$ cat config.mk
export PLATFORM = sky130hd
export DESIGN_NAME = ipp_positioner
export DESIGN_NICKNAME = d
export VERILOG_FILES = /design/src/ipp_pkg.sv /design/src/ipp_rate_gen.sv /design/src/ipp_positioner.sv
export SDC_FILE = /design/constraint.sdc
export NUM_CORES = 2
export LEC_CHECK = 0
export BUFFER_PORTS_ARGS = -buffer_cell sky130_fd_sc_hd__buf_2
export CORE_ASPECT_RATIO = 1.4
export CORE_MARGIN = 10
export CORE_UTILIZATION = 55
export CTS_CLUSTER_SIZE = 24
export DETAILED_ROUTE_END_ITERATION = 7
export PLACE_DENSITY = 0.78
export SYNTH_ARGS = -nofsm -noshare
export SYNTH_HDL_FRONTEND = slang
export SYNTH_SLANG_ARGS = --single-unit
$ cat constraint.sdc
create_clock -name clk -period 12.4 [get_ports clk]
set_clock_uncertainty 0.2 [all_clocks]
set_input_delay 1.86 -clock clk [delete_from_list [all_inputs] [get_ports clk]]
set_output_delay 1.86 -clock clk [all_outputs]
set_load 0.02 [all_outputs]
$ cat src/ipp_pkg.sv
/*
 * Shared constants for the interrupt positioning pulser: register map,
 * control and status bit positions, reset values, source codes and timing.
 * Assumes a single 10 MHz system clock and a 32-bit Avalon-MM register bus.
 */
package ipp_pkg;

    // System clock
    localparam int unsigned CLK_HZ = 10_000_000;
    localparam int unsigned CLK_PERIOD_NS = 100;

    // Register byte addresses
    localparam logic [4:0] ADDR_CTRL = 5'h00;
    localparam logic [4:0] ADDR_SOURCE = 5'h04;
    localparam logic [4:0] ADDR_COUNT = 5'h08;
    localparam logic [4:0] ADDR_FREQ = 5'h0C;
    localparam logic [4:0] ADDR_RAMP = 5'h10;
    localparam logic [4:0] ADDR_STATUS = 5'h14;
    localparam logic [4:0] ADDR_POSITION = 5'h18;

    // Control register bits
    localparam int CTRL_START = 0;
    localparam int CTRL_SOFT_TRIGGER = 1;
    localparam int CTRL_IRQ_INVERT = 2;
    localparam int CTRL_SELECT_ENABLE = 3;
    localparam int CTRL_FWD_LIMIT = 4;
    localparam int CTRL_REV_LIMIT = 5;
    localparam int CTRL_WIDTH = 6;

    // Status register bits
    localparam int STAT_BUSY = 0;
    localparam int STAT_COMPLETE = 1;
    localparam int STAT_ABNORMAL = 2;
    localparam int STAT_OP_ERROR = 3;
    localparam int STAT_REFUSED = 4;
    localparam int STAT_DIRECTION = 5;

    // Reset values
    localparam logic [31:0] RESET_CTRL = 32'h0000_0000;
    localparam logic [3:0] RESET_SOURCE = 4'h0;
    localparam logic [31:0] RESET_COUNT = 32'h0000_0000;
    localparam logic [31:0] RESET_FREQ = 32'h0000_03E8;
    localparam logic [15:0] RESET_RAMP = 16'h0000;

    // Interrupt source selection codes
    localparam logic [3:0] SRC_LAST_INPUT = 4'h7;
    localparam logic [3:0] SRC_SOFT = 4'h8;
    localparam logic [3:0] SRC_UNUSED = 4'hF;
    localparam logic [2:0] DEFAULT_INPUT = 3'd0;

    // Pulse total at which a move that never saw its interrupt gives up
    localparam logic [32:0] PULSE_OVERFLOW = 33'h1_0000_0000;

    typedef enum logic [3:0] {
        IPP_IDLE = 4'b0001,
        IPP_RUN = 4'b0010,
        IPP_POSIT = 4'b0100,
        IPP_STOP = 4'b1000
    } ipp_state_t;

endpackage : ipp_pkg

$ cat src/ipp_rate_gen.sv
/*
 * Square-wave pulse generator driven by a phase accumulator.
 * Assumes freq is well below half the system clock; a rising edge of
 * pulseOut is flagged by a one-cycle tick.
 */
module ipp_rate_gen
    import ipp_pkg::*;
#(
    parameter int FREQ_WIDTH = 32
) (
    input wire logic clk,
    input wire logic resetn,
    input wire logic enable,
    input wire logic [FREQ_WIDTH-1:0] freq,
    output logic pulseOut,
    output logic tick
);

    localparam logic [FREQ_WIDTH:0] WRAP = (FREQ_WIDTH + 1)'(CLK_HZ);

    logic [FREQ_WIDTH:0] acc_reg;
    logic [FREQ_WIDTH+1:0] sum;

    // Two half periods per pulse, so the accumulator advances at twice freq
    assign sum = {1'b0, acc_reg} + {freq, 1'b0};

    always_ff @(posedge clk or negedge resetn) begin
        if (!resetn) begin
            acc_reg <= '0;
            pulseOut <= 1'b0;
            tick <= 1'b0;
        end else if (!enable) begin
            acc_reg <= '0;
            pulseOut <= 1'b0;
            tick <= 1'b0;
        end else if (sum >= {1'b0, WRAP}) begin
            acc_reg <= (FREQ_WIDTH + 1)'(sum - {1'b0, WRAP});
            pulseOut <= !pulseOut;
            tick <= !pulseOut;
        end else begin
            acc_reg <= sum[FREQ_WIDTH:0];
            tick <= 1'b0;
        end
    end

endmodule : ipp_rate_gen

$ cat src/ipp_positioner.sv
/*
 * One interrupt positioning pulse channel with its Avalon-MM register file.
 * Assumes the interrupt inputs are synchronous to clk and that the motor
 * drive takes one pulse per rising edge of pulseOut, direction from
 * directionOut.
 */
// The Avalon-MM slave port and the address map are this design's own decisions.
// Overview of operation
// Soft trigger source emits count then stops
// Software clears soft trigger before restarting
// Polarity bit chooses high or low assertion
// Polarity ignored for soft trigger source
// Direction from count sign, programmed frequency
// After interrupt, emit count then stop
// Normal completion sets complete flag
// Lower frequency so deceleration fits count
// Count should cover acceleration plus deceleration
// Interrupt already asserted gives plain relative move
// Operands latched at start, changes ignored
// Start removed: decelerate, complete stays clear
// Pulse overflow before interrupt: stop, complete
// Refuse new start while busy
// Software waits for busy clear
// Limit in travel direction: decelerate, abnormal
// Chosen interrupt input claimed from other uses
// Nibble selects input, soft trigger, unused
// Nibble nine to E: error, no motion
// Forward pulses increment, reverse decrement position
// Synchronise, polarise, detect asserting edge
module ipp_positioner
    import ipp_pkg::*;
#(
    parameter int NUM_INPUTS = 8
) (
    input wire logic clk,
    input wire logic resetn,
    input wire logic [4:0] avsAddress,
    input wire logic avsRead,
    input wire logic avsWrite,
    input wire logic [31:0] avsWritedata,
    input wire logic [3:0] avsByteenable,
    output logic [31:0] avsReaddata,
    output logic avsWaitrequest,
    input wire logic [NUM_INPUTS-1:0] interruptInput,
    output logic pulseOutput,
    output logic directionOutput,
    output logic [NUM_INPUTS-1:0] irqClaim,
    output logic busy
);

    function automatic logic [31:0] byteMerge(input logic [31:0] old, input logic [31:0] data,
                                              input logic [3:0] be);
        logic [31:0] result;
        result = old;
        for (int i = 0; i < 4; i++) begin
            if (be[i]) begin
                result[i*8 +: 8] = data[i*8 +: 8];
            end
        end
        return result;
    endfunction : byteMerge

    function automatic logic [31:0] rampStepOf(input logic [15:0] ramp, input logic [31:0] target);
        return (ramp == 16'h0000) ? target : {16'h0000, ramp};
    endfunction : rampStepOf

    // Bus slave
    logic ack_reg;
    logic writeAccept;
    logic [CTRL_WIDTH-1:0] ctrl_reg;
    logic [3:0] source_reg;
    logic [31:0] count_reg;
    logic [31:0] freq_reg;
    logic [15:0] ramp_reg;

    // Channel state
    ipp_state_t state_reg;
    logic [3:0] latchSource_reg;
    logic [31:0] latchTarget_reg;
    logic [31:0] latchStep_reg;
    logic [31:0] remaining_reg;
    logic [32:0] pulseTotal_reg;
    logic [31:0] curFreq_reg;
    logic dir_reg;
    logic abortAbnormal_reg;
    logic complete_reg;
    logic abnormal_reg;
    logic opError_reg;
    logic refused_reg;
    logic [31:0] position_reg;
    logic startPrev_reg;
    logic [NUM_INPUTS-1:0] irqMeta_reg;
    logic [NUM_INPUTS-1:0] irqSync_reg;
    logic irqLevelPrev_reg;

    logic tick;
    logic startCmd;
    logic startRise;
    logic [3:0] liveSource;
    logic [3:0] activeSource;
    logic selectedRaw;
    logic irqLevel;
    logic irqEdge;
    logic sourceBad;
    logic limitHit;
    logic [31:0] absCount;
    logic [47:0] fitFreq;
    logic [31:0] nextStop;

    assign writeAccept = avsWrite && ack_reg;
    assign avsWaitrequest = (avsRead || avsWrite) && !ack_reg;

    // One wait cycle per access; readdata is loaded during it
    always_ff @(posedge clk or negedge resetn) begin
        if (!resetn) begin
            ack_reg <= 1'b0;
        end else begin
            ack_reg <= (avsRead || avsWrite) && !ack_reg;
        end
    end

    always_ff @(posedge clk or negedge resetn) begin
        if (!resetn) begin
            avsReaddata <= 32'h0000_0000;
        end else if (avsRead && !ack_reg) begin
            unique case (avsAddress)
                ADDR_CTRL: avsReaddata <= {26'h00_0000, ctrl_reg};
                ADDR_SOURCE: avsReaddata <= {28'h000_0000, source_reg};
                ADDR_COUNT: avsReaddata <= count_reg;
                ADDR_FREQ: avsReaddata <= freq_reg;
                ADDR_RAMP: avsReaddata <= {16'h0000, ramp_reg};
                ADDR_STATUS: avsReaddata <= {26'h00_0000, dir_reg, refused_reg, opError_reg,
                                             abnormal_reg, complete_reg, busy};
                ADDR_POSITION: avsReaddata <= position_reg;
                default: avsReaddata <= 32'h0000_0000;
            endcase
        end
    end

    always_ff @(posedge clk or negedge resetn) begin
        if (!resetn) begin
            ctrl_reg <= RESET_CTRL[CTRL_WIDTH-1:0];
            source_reg <= RESET_SOURCE;
            count_reg <= RESET_COUNT;
            freq_reg <= RESET_FREQ;
            ramp_reg <= RESET_RAMP;
        end else if (writeAccept) begin
            unique case (avsAddress)
                ADDR_CTRL: ctrl_reg <= CTRL_WIDTH'(byteMerge({26'h00_0000, ctrl_reg}, avsWritedata,
                                                             avsByteenable));
                ADDR_SOURCE: source_reg <= 4'(byteMerge({28'h000_0000, source_reg}, avsWritedata,
                                                        avsByteenable));
                ADDR_COUNT: count_reg <= byteMerge(count_reg, avsWritedata, avsByteenable);
                ADDR_FREQ: freq_reg <= byteMerge(freq_reg, avsWritedata, avsByteenable);
                ADDR_RAMP: ramp_reg <= 16'(byteMerge({16'h0000, ramp_reg}, avsWritedata,
                                                     avsByteenable));
                default: ;
            endcase
        end
    end

    // source from nibble when selection enabled, else the default input
    assign liveSource = ctrl_reg[CTRL_SELECT_ENABLE] ? source_reg : {1'b0, DEFAULT_INPUT};
    // once running only the latched source counts
    assign activeSource = (state_reg == IPP_IDLE) ? liveSource : latchSource_reg;

    // two-stage synchroniser on every interrupt input
    always_ff @(posedge clk or negedge resetn) begin
        if (!resetn) begin
            irqMeta_reg <= '0;
            irqSync_reg <= '0;
        end else begin
            irqMeta_reg <= interruptInput;
            irqSync_reg <= irqMeta_reg;
        end
    end

    always_comb begin
        selectedRaw = 1'b0;
        if (activeSource == SRC_SOFT) begin
            selectedRaw = ctrl_reg[CTRL_SOFT_TRIGGER];
        end else if (activeSource <= SRC_LAST_INPUT) begin
            selectedRaw = irqSync_reg[activeSource[2:0]];
        end
    end

    // inversion selects active-low sense; R04: bypassed for soft trigger
    assign irqLevel = (activeSource == SRC_SOFT) ? selectedRaw
                                                 : (selectedRaw ^ ctrl_reg[CTRL_IRQ_INVERT]);
    // act on the asserting edge after polarity
    assign irqEdge = irqLevel && !irqLevelPrev_reg;

    always_ff @(posedge clk or negedge resetn) begin
        if (!resetn) begin
            irqLevelPrev_reg <= 1'b0;
        end else begin
            irqLevelPrev_reg <= irqLevel;
        end
    end

    // the chosen input is reserved while the channel is busy
    generate
        for (genvar g = 0; g < NUM_INPUTS; g++) begin : gen_claim
            assign irqClaim[g] = busy && (activeSource == 4'(g));
        end
    endgenerate

    assign startCmd = ctrl_reg[CTRL_START];
    assign startRise = startCmd && !startPrev_reg;
    assign sourceBad = (liveSource > SRC_SOFT) && (liveSource != SRC_UNUSED);
    assign busy = (state_reg != IPP_IDLE);
    assign absCount = count_reg[31] ? (32'h0000_0000 - count_reg) : count_reg;
    // only the limit lying in the current travel direction stops us
    assign limitHit = dir_reg ? ctrl_reg[CTRL_FWD_LIMIT] : ctrl_reg[CTRL_REV_LIMIT];
    // highest frequency that can still ramp down inside the remaining count
    assign fitFreq = 48'(remaining_reg) * 48'(latchStep_reg[15:0] == 16'h0000 ? latchTarget_reg
                                                                               : latchStep_reg);
    assign nextStop = (curFreq_reg > latchStep_reg) ? (curFreq_reg - latchStep_reg) : 32'h0000_0000;

    always_ff @(posedge clk or negedge resetn) begin
        if (!resetn) begin
            startPrev_reg <= 1'b0;
        end else begin
            startPrev_reg <= startCmd;
        end
    end

    // Start, refusal and error flags
    always_ff @(posedge clk or negedge resetn) begin
        if (!resetn) begin
            opError_reg <= 1'b0;
            refused_reg <= 1'b0;
        end else if (startRise) begin
            // a new start while busy is refused
            refused_reg <= busy || (liveSource == SRC_UNUSED);
            // reserved nibbles raise an operation error
            opError_reg <= !busy && sourceBad;
        end
    end

    // Main sequencer
    always_ff @(posedge clk or negedge resetn) begin
        if (!resetn) begin
            state_reg <= IPP_IDLE;
            latchSource_reg <= RESET_SOURCE;
            latchTarget_reg <= 32'h0000_0000;
            latchStep_reg <= 32'h0000_0000;
            remaining_reg <= 32'h0000_0000;
            pulseTotal_reg <= 33'h0_0000_0000;
            curFreq_reg <= 32'h0000_0000;
            dir_reg <= 1'b0;
            abortAbnormal_reg <= 1'b0;
            complete_reg <= 1'b0;
            abnormal_reg <= 1'b0;
        end else begin
            unique case (state_reg)
                IPP_IDLE: begin
                    // no motion on a bad or unused source, or a zero move
                    if (startRise && !sourceBad && liveSource != SRC_UNUSED
                            && absCount != 32'h0000_0000 && freq_reg != 32'h0000_0000) begin
                        // operands frozen for the whole move
                        latchSource_reg <= liveSource;
                        latchTarget_reg <= freq_reg;
                        latchStep_reg <= rampStepOf(ramp_reg, freq_reg);
                        remaining_reg <= absCount;
                        pulseTotal_reg <= 33'h0_0000_0000;
                        // direction from the sign of the count
                        dir_reg <= !count_reg[31];
                        curFreq_reg <= (rampStepOf(ramp_reg, freq_reg) < freq_reg)
                                       ? rampStepOf(ramp_reg, freq_reg) : freq_reg;
                        abortAbnormal_reg <= 1'b0;
                        complete_reg <= 1'b0;
                        abnormal_reg <= 1'b0;
                        // interrupt already present counts down at once
                        state_reg <= irqLevel ? IPP_POSIT : IPP_RUN;
                    end
                end
                IPP_RUN: begin
                    if (!startCmd || limitHit) begin
                        // start dropped; R16: limit in travel direction
                        abortAbnormal_reg <= startCmd;
                        state_reg <= IPP_STOP;
                    // interrupt starts the post-interrupt count
                    // soft trigger source acts the same way
                    end else if (irqEdge) begin
                        state_reg <= IPP_POSIT;
                    end else if (tick) begin
                        pulseTotal_reg <= pulseTotal_reg + 33'h0_0000_0001;
                        if (curFreq_reg < latchTarget_reg) begin
                            curFreq_reg <= (latchTarget_reg - curFreq_reg > latchStep_reg)
                                           ? curFreq_reg + latchStep_reg : latchTarget_reg;
                        end
                        // overflow without interrupt ends the move as complete
                        if (pulseTotal_reg + 33'h0_0000_0001 == PULSE_OVERFLOW) begin
                            complete_reg <= 1'b1;
                            state_reg <= IPP_IDLE;
                        end
                    end
                end
                IPP_POSIT: begin
                    if (!startCmd || limitHit) begin
                        abortAbnormal_reg <= startCmd;
                        state_reg <= IPP_STOP;
                    end else if (tick) begin
                        remaining_reg <= remaining_reg - 32'h0000_0001;
                        // stop once the count has gone out; R07: flag it
                        if (remaining_reg == 32'h0000_0001) begin
                            complete_reg <= 1'b1;
                            state_reg <= IPP_IDLE;
                        // cap the speed so the ramp down fits the rest
                        end else if (fitFreq - 48'(latchStep_reg) < 48'(curFreq_reg)) begin
                            curFreq_reg <= (nextStop == 32'h0000_0000) ? curFreq_reg : nextStop;
                        end else if (curFreq_reg < latchTarget_reg) begin
                            curFreq_reg <= (latchTarget_reg - curFreq_reg > latchStep_reg)
                                           ? curFreq_reg + latchStep_reg : latchTarget_reg;
                        end
                    end
                end
                IPP_STOP: begin
                    // deceleration stop leaves complete clear
                    if (tick) begin
                        if (nextStop == 32'h0000_0000) begin
                            // abnormal end reported once stopped
                            abnormal_reg <= abortAbnormal_reg;
                            state_reg <= IPP_IDLE;
                        end else begin
                            curFreq_reg <= nextStop;
                        end
                    end
                end
            endcase
        end
    end

    // position follows every emitted pulse
    always_ff @(posedge clk or negedge resetn) begin
        if (!resetn) begin
            position_reg <= 32'h0000_0000;
        end else if (tick && busy) begin
            position_reg <= dir_reg ? position_reg + 32'h0000_0001 : position_reg - 32'h0000_0001;
        end
    end

    assign directionOutput = dir_reg;

    ipp_rate_gen #(
        .FREQ_WIDTH(32)
    ) u_rate_gen (
        .clk(clk),
        .resetn(resetn),
        .enable(busy),
        .freq(curFreq_reg),
        .pulseOut(pulseOutput),
        .tick(tick)
    );

endmodule : ipp_positioner

Word level (Yosys, flattened, before mapping)
Index checks and enable logic that the tools add are counted.
Word-level totals
  flip-flop bits (word level): 383
  input bits: 53
  output and inout port bits: 44
  word-level logic and storage cells: 230
Cells by class
  $add $sub $neg: 11
  $mul: 1
  order comparisons: 9
  equality and inequality tests: 40
  muxes and demuxes: 69
  bitwise operators: 1
  reductions and logical operators: 64
Operators with widths (count)
  $mux 32: 21
  $pmux 32 s7: 1
  $mux 33: 6
  $pmux 32 s4: 1
  $pmux 33 s2: 1
  $gt 32x32->1: 2
  $lt 32x32->1: 2
  $pmux 32 s2: 1
  $reduce_bool 32->1: 2
  $sub 32x1->32 const B: 2
  $sub 32x32->32: 2
  $lt 48x32->1: 1
  $mul 32x32->48: 1
  $mux 4: 12
  $sub 48x32->48: 1
  $reduce_and 3->1: 13
  $add 33x33->34: 1
  $ge 34x24->1 const B: 1
  $add 33x1->33 const B: 1
  $eq 33x33->1 const B: 1
  $sub 33x24->33 const B: 1
  $add 32x1->32 const B: 1
  $add 32x32->32: 1
  $eq 32x1->1 const B: 1
  other kinds (41): 118

Logic depth before layout (Yosys ltp)
  depth after elaboration: 12
  gate-level depth with buffers: 52
  depth with buffers taken out: 46

Cells and area by module
From an unflattened synthesis, not the netlist that was laid out.
Second synthesis, totals
  cell total of the unflattened synthesis: 7153
  area, all modules: 60967.2 um^2
By module, submodules not included
  ipp_positioner: times used 1, cells each 6647, area an instance 56873.3 um^2, sequential area each 8717.1 um^2
  ipp_rate_gen: times used 1, cells each 506, area an instance 4093.9 um^2, sequential area each 850.8 um^2

Worst setup path before layout
No wires, ideal clock.
  path type: reg-to-reg
  start point: register latchStep_reg[1]
  end point: register curFreq_reg[22]
  library setup time: 0.126 ns
  arrival: 11.425 ns
  required time: 12.074 ns
  setup slack: 0.649 ns
  cell stages (with the launch flop): 49
  path buffers: 6
  period minus slack after synthesis: 11.751 ns
  cells stage by stage: dfrtp_1 inv_1 ha_1 nor4b_1 and4_1 buf_2 buf_2 clkbuf_1 buf_1 nand2_1 nand2_1 clkbuf_1 nand2_1 fa_1 inv_1 fa_1 fa_1 inv_1 [13 not listed] nor3_1 nor3_1 xnor2_1 ha_1 a211oi_1 o21ai_0 o211ai_1 a21oi_1 nor4_1 o211ai_1 or4_1 nor4_1 and4_1 o21a_1 clkbuf_1 o21ai_1 a221oi_1 nor2_1
Between the ends
  word-level cells in the longest chain between the ends: 10
  elaborated cells between the ends (all ways): 23
  classes of those cells: add/sub (3); mul (1); order compare (3); mux (14); reduce/logical (2)
Ends and longest elaborated chain
  from (decl): RTL line ipp_positioner.sv:80  | logic [31:0] latchStep_reg;
  from (signal assigned): RTL line ipp_positioner.sv:264  | latchStep_reg <= rampStepOf(ramp_reg, freq_reg);
  $logic_not 16->1: RTL line ipp_positioner.sv:216  | assign fitFreq = 48'(remaining_reg) * 48'(latchStep_reg[15:0] == 16'h0000 ? latchTarget_reg
  $mux 32: RTL line ipp_positioner.sv:216
  $mul 32x32->48: RTL line ipp_positioner.sv:216
  $sub 48x32->48: RTL line ipp_positioner.sv:311  | end else if (fitFreq - 48'(latchStep_reg) < 48'(curFreq_reg)) begin
  $lt 48x32->1: RTL line ipp_positioner.sv:311
  $mux 32: RTL line ipp_positioner.sv:311
  $mux 32: RTL line ipp_positioner.sv:307  | if (remaining_reg == 32'h0000_0001) begin
  $mux 32: RTL line ipp_positioner.sv:304  | end else if (tick) begin
  $mux 32: RTL line ipp_positioner.sv:301  | if (!startCmd || limitHit) begin
  $pmux 32 s4 *: RTL line ipp_positioner.sv:256  | unique case (state_reg)
  to (signal assigned): RTL line ipp_positioner.sv:269  | curFreq_reg <= (rampStepOf(ramp_reg, freq_reg) < freq_reg)
  to (signal assigned): RTL line ipp_positioner.sv:312  | curFreq_reg <= (nextStop == 32'h0000_0000) ? curFreq_reg : nextStop;
  to (signal assigned): RTL line ipp_positioner.sv:314  | curFreq_reg <= (latchTarget_reg - curFreq_reg > latchStep_reg)
  to (decl): RTL line ipp_positioner.sv:83  | logic [31:0] curFreq_reg;
Every way passes the cells marked *; elsewhere a longest branch is shown, timed or not. The select of a mux whose other input is x is not followed.
A chain may end at the register's enable or synchronous reset.

Worst setup path in the final report
  start point: register latchStep_reg[0]
  end point: register curFreq_reg[12]
Same word-level chain as after synthesis.

==> results.toml <==
[status]
status = "completed"

[place]
port_buffers = 96
place_ws_ns = 0.06162
dp_hpwl_microns = 170300
place_area_sq_um = 62440
gp_congestion = 1.050
placed_cells = 8376

[critical_path]
cp_slowest_cell = "fa_1"
worst_ep_arrival_time_ns = 12.17
r2r_start = "latchStep_reg[0]"
crit_required_ns = 12.66
path_max_fanout = 11
worstReg2RegEnd = "curFreq_reg[12]"
critPathLaunchType = "register"
r2r_setup_slack_ns = 0.49
reg2reg_depth = 47
critPathMostFrequentCell = "fa_1"
crit_type = "register to register"
cpPeakStageDelay_ns = 0.55
setup.worst_path.end_class = "register"

[die]
rows = 143
die_y_microns = 410.9
core_sq_um = 108400
die_w_microns = 299.2
initial_core_util = 0.5536
pin_count = 97
die_area_sq_um = 122900

[yosys]
synthDistinctLibCells = 103
syn_inst = 7017
synth_area_sq_um = 60030
yosysSeqAreaShare = 0.1594
syn_nets = 8326
ys_ff_latch = 382
synth-main-ff-cell = "dfrtp_1"
synth_edf_count = 0
async_reset_ff_frac = 1.000
ys_warn_count = 0
syn_area_per_cell_sq_um = 8.555

[layout]
utilization = 0.5897
largest_reg_flops = 33
final_layout_size_suffix_gt1_frac = 0.07842
fin_area_sq_um = 63940
area_growth_pct = 6.507
fin_nets = 8281
fin_cells = 8457

[drt]
drcViolationCount = 0
via_per_inst = 6.130
finalWirelength_microns = 209700
drt_iter0_markers = 4588
ant_nets = 0
dr.pass1.iters = 6
vias = 51841
wl_per_cell_microns = 24.80

[clock_tree]
clock_sinks = 382
cts.clk_slew.worst_paths_ns = 0.07
cts-hold-fix-buffers = 0
htreeDepth = 2
clk_root_buffer_cell = "clkbuf_16"
cts_tree = "done"
numCtsBuffers = 37
cts.path.max_buffers = 3
insertion_delay_ns = 0.59

[global_route]
gr-total-overflow = 0
grt_max_degree = 114
track_usage = 0.3385
grt_pass1_vias = 54388
grt_pass1_wl_microns = 319300
antenna_found_initial = 14

[sta]
rsz0062_at_grt = "false"
worst_slack_ns = 0.4853
setup_viol_count_final = 0
hold_violations = 0
max_freq_ghz = 0.08393
fin_setup_tns_ns = 0
min_period_over_period = 0.9609
worst_pin_slew_ns = 1.370
fin_crit_ns = 11.91
slew_headroom = 0.08696
report.final.slew_viol_count = 0

[worst_hold_path]
hp-class = "register to register"
hold_path_startpoint = "irqMeta_reg[6]"
whs_path_depth = 0
holdPathEnd = "irqSync_reg[6]"

[power_and_ir_drop]
power_frac_comb = 0.802
p_leak_uw = 0.03045
pwr-share-seq = 0.122
p_switching_uw = 9431
p_clk_frac = 0.075
cellPowerDensity_nw_per_um2 = 262.8
p_int_uw = 7373
p_sw_frac = 0.5612
ir_drop_mv = 0.2017

[run]
cap_viol_max_count = 0
## power by group through the flow
stage	logic (uW)	clock network, uW	registers, uW
finish	13500	1270	2050
floorplan	9200	0	1720
global route	14700	1310	2050
global placement	13000	0	2040
CTS	13200	1280	2030
detailed placement	13100	0	2050
## synthesized netlist by cell type, types with 24 or more instances
master / n / area [sq um]
a211oi_1: 34 / 255.2
a21o_1: 74 / 555.5
a21oi_1: 334 / 1672
a22o_1: 64 / 560.5
a22oi_1: 24 / 180.2
a31oi_1: 31 / 193.9
and2_1: 210 / 1314
clkbuf_1: 337 / 1265
dfrtp_1: 375 / 9384
fa_1: 816 / 16340
ha_1: 440 / 5505
inv_1: 1040 / 3904
mux2_2: 93 / 1047
mux2i_1: 52 / 520.5
nand2_1: 917 / 3442
nand2b_1: 43 / 269.0
nand3_1: 97 / 485.5
nand4_1: 62 / 387.9
nor2_1: 297 / 1115
nor2b_1: 291 / 1821
nor3_1: 92 / 460.4
nor4_1: 48 / 300.3
o211ai_1: 25 / 187.7
o21a_1: 43 / 322.8
o21ai_0: 387 / 1937
o21bai_1: 35 / 262.8
o22ai_1: 24 / 150.1
o31ai_1: 37 / 277.8
or3_1: 36 / 225.2
xnor2_1: 167 / 1463
xor2_1: 76 / 665.6
## layout make-up
cell class	count	area, sq um
antenna	6	15.01
clock buffer	49	1072
clock inverter	19	240.2
fill	9583	44490
inverter	1043	3915
multi-input combinational	5213	45290
sequential	382	9568
tap	1450	1814
timing repair buffer	295	2024
## cell families after synthesis
group | synth area share
buffers and inverters | 0.08960
adder cells (fa/ha/maj) | 0.3638
XOR/XNOR | 0.03583
flip-flops | 0.1594
AO/OA/AOI/OAI | 0.1446
multiplexers | 0.02687
AND/OR/NAND/NOR | 0.1799
## critical path: cells and delay by family, from the launching register on
kind	cells	cell delay (ns)
AOI/OAI and AO/OA	12	2.17
adders and majority gates	11	4.83
xor gates and xnor gates	1	0.17
DFF	1	0.38
buffers and inverters	11	1.17
and+or+nand+nor	12	2.88
## repair_timing
action                     in CTS  in global routing
setup endpoints to repair       0                 32
gates resized for setup         0                 26
setup buffers                   0                  6
## per-layer routing
layer	share of wire	routed length, microns	global-route usage	up-vias
met1	0.34	71640	0.3649	25741
li1	-	-	-	22849
met5	0.00026	54	0.002730	-
met2	0.48	100600	0.5741	2414
met4	0.10	21120	0.2822	8
met3	0.078	16290	0.06310	829
## how the worst max path moves through the flow
stage	endpoint	slack, ns	cells after the start	start
after floorplan	curFreq_reg[22]	0.65	48	latchStep_reg[1]
after global placement	curFreq_reg[28]	0.11	42	latchStep_reg[5]
after detailed placement	curFreq_reg[1]	0.06	43	latchStep_reg[5]
after CTS	curFreq_reg[12]	0.03	43	latchStep_reg[5]
after global routing	curFreq_reg[12]	0.005	49	latchStep_reg[0]
final	curFreq_reg[12]	0.49	47	latchStep_reg[0]
## cells in the final DEF, fill, tap and decap left out, drive strengths merged, types with 19 or more instances in the layout
cell and count:
nor2b 291, or3 36, a22o 64, o21a 43
o31ai 39, o221ai 19, clkbuf 49, a22oi 24
a221oi 21, and2 211, inv 1043, o211ai 25
fa 816, mux2i 52, nor2 298, xnor2 167
nor3 93, and3 23, dfrtp 375, nand2b 43
mux2 93, xor2 76, nor4 49, ha 440
nand4 62, buf 295, nand3 97, o22ai 24
o21bai 35, a21o 74, a21oi 335, a31oi 32
a211oi 35, o21ai 406, nand2 918
## per-stage QoR
step,power (uW),hold slack (ns)
final,16800,0.1292
after global routing,18060,0.1529
after CTS,16480,0.1290
after detailed placement,15130,0.1405
after global placement,15060,0.1330
after floorplan,10920,0.1312
Power figures use the tool's default switching activity.
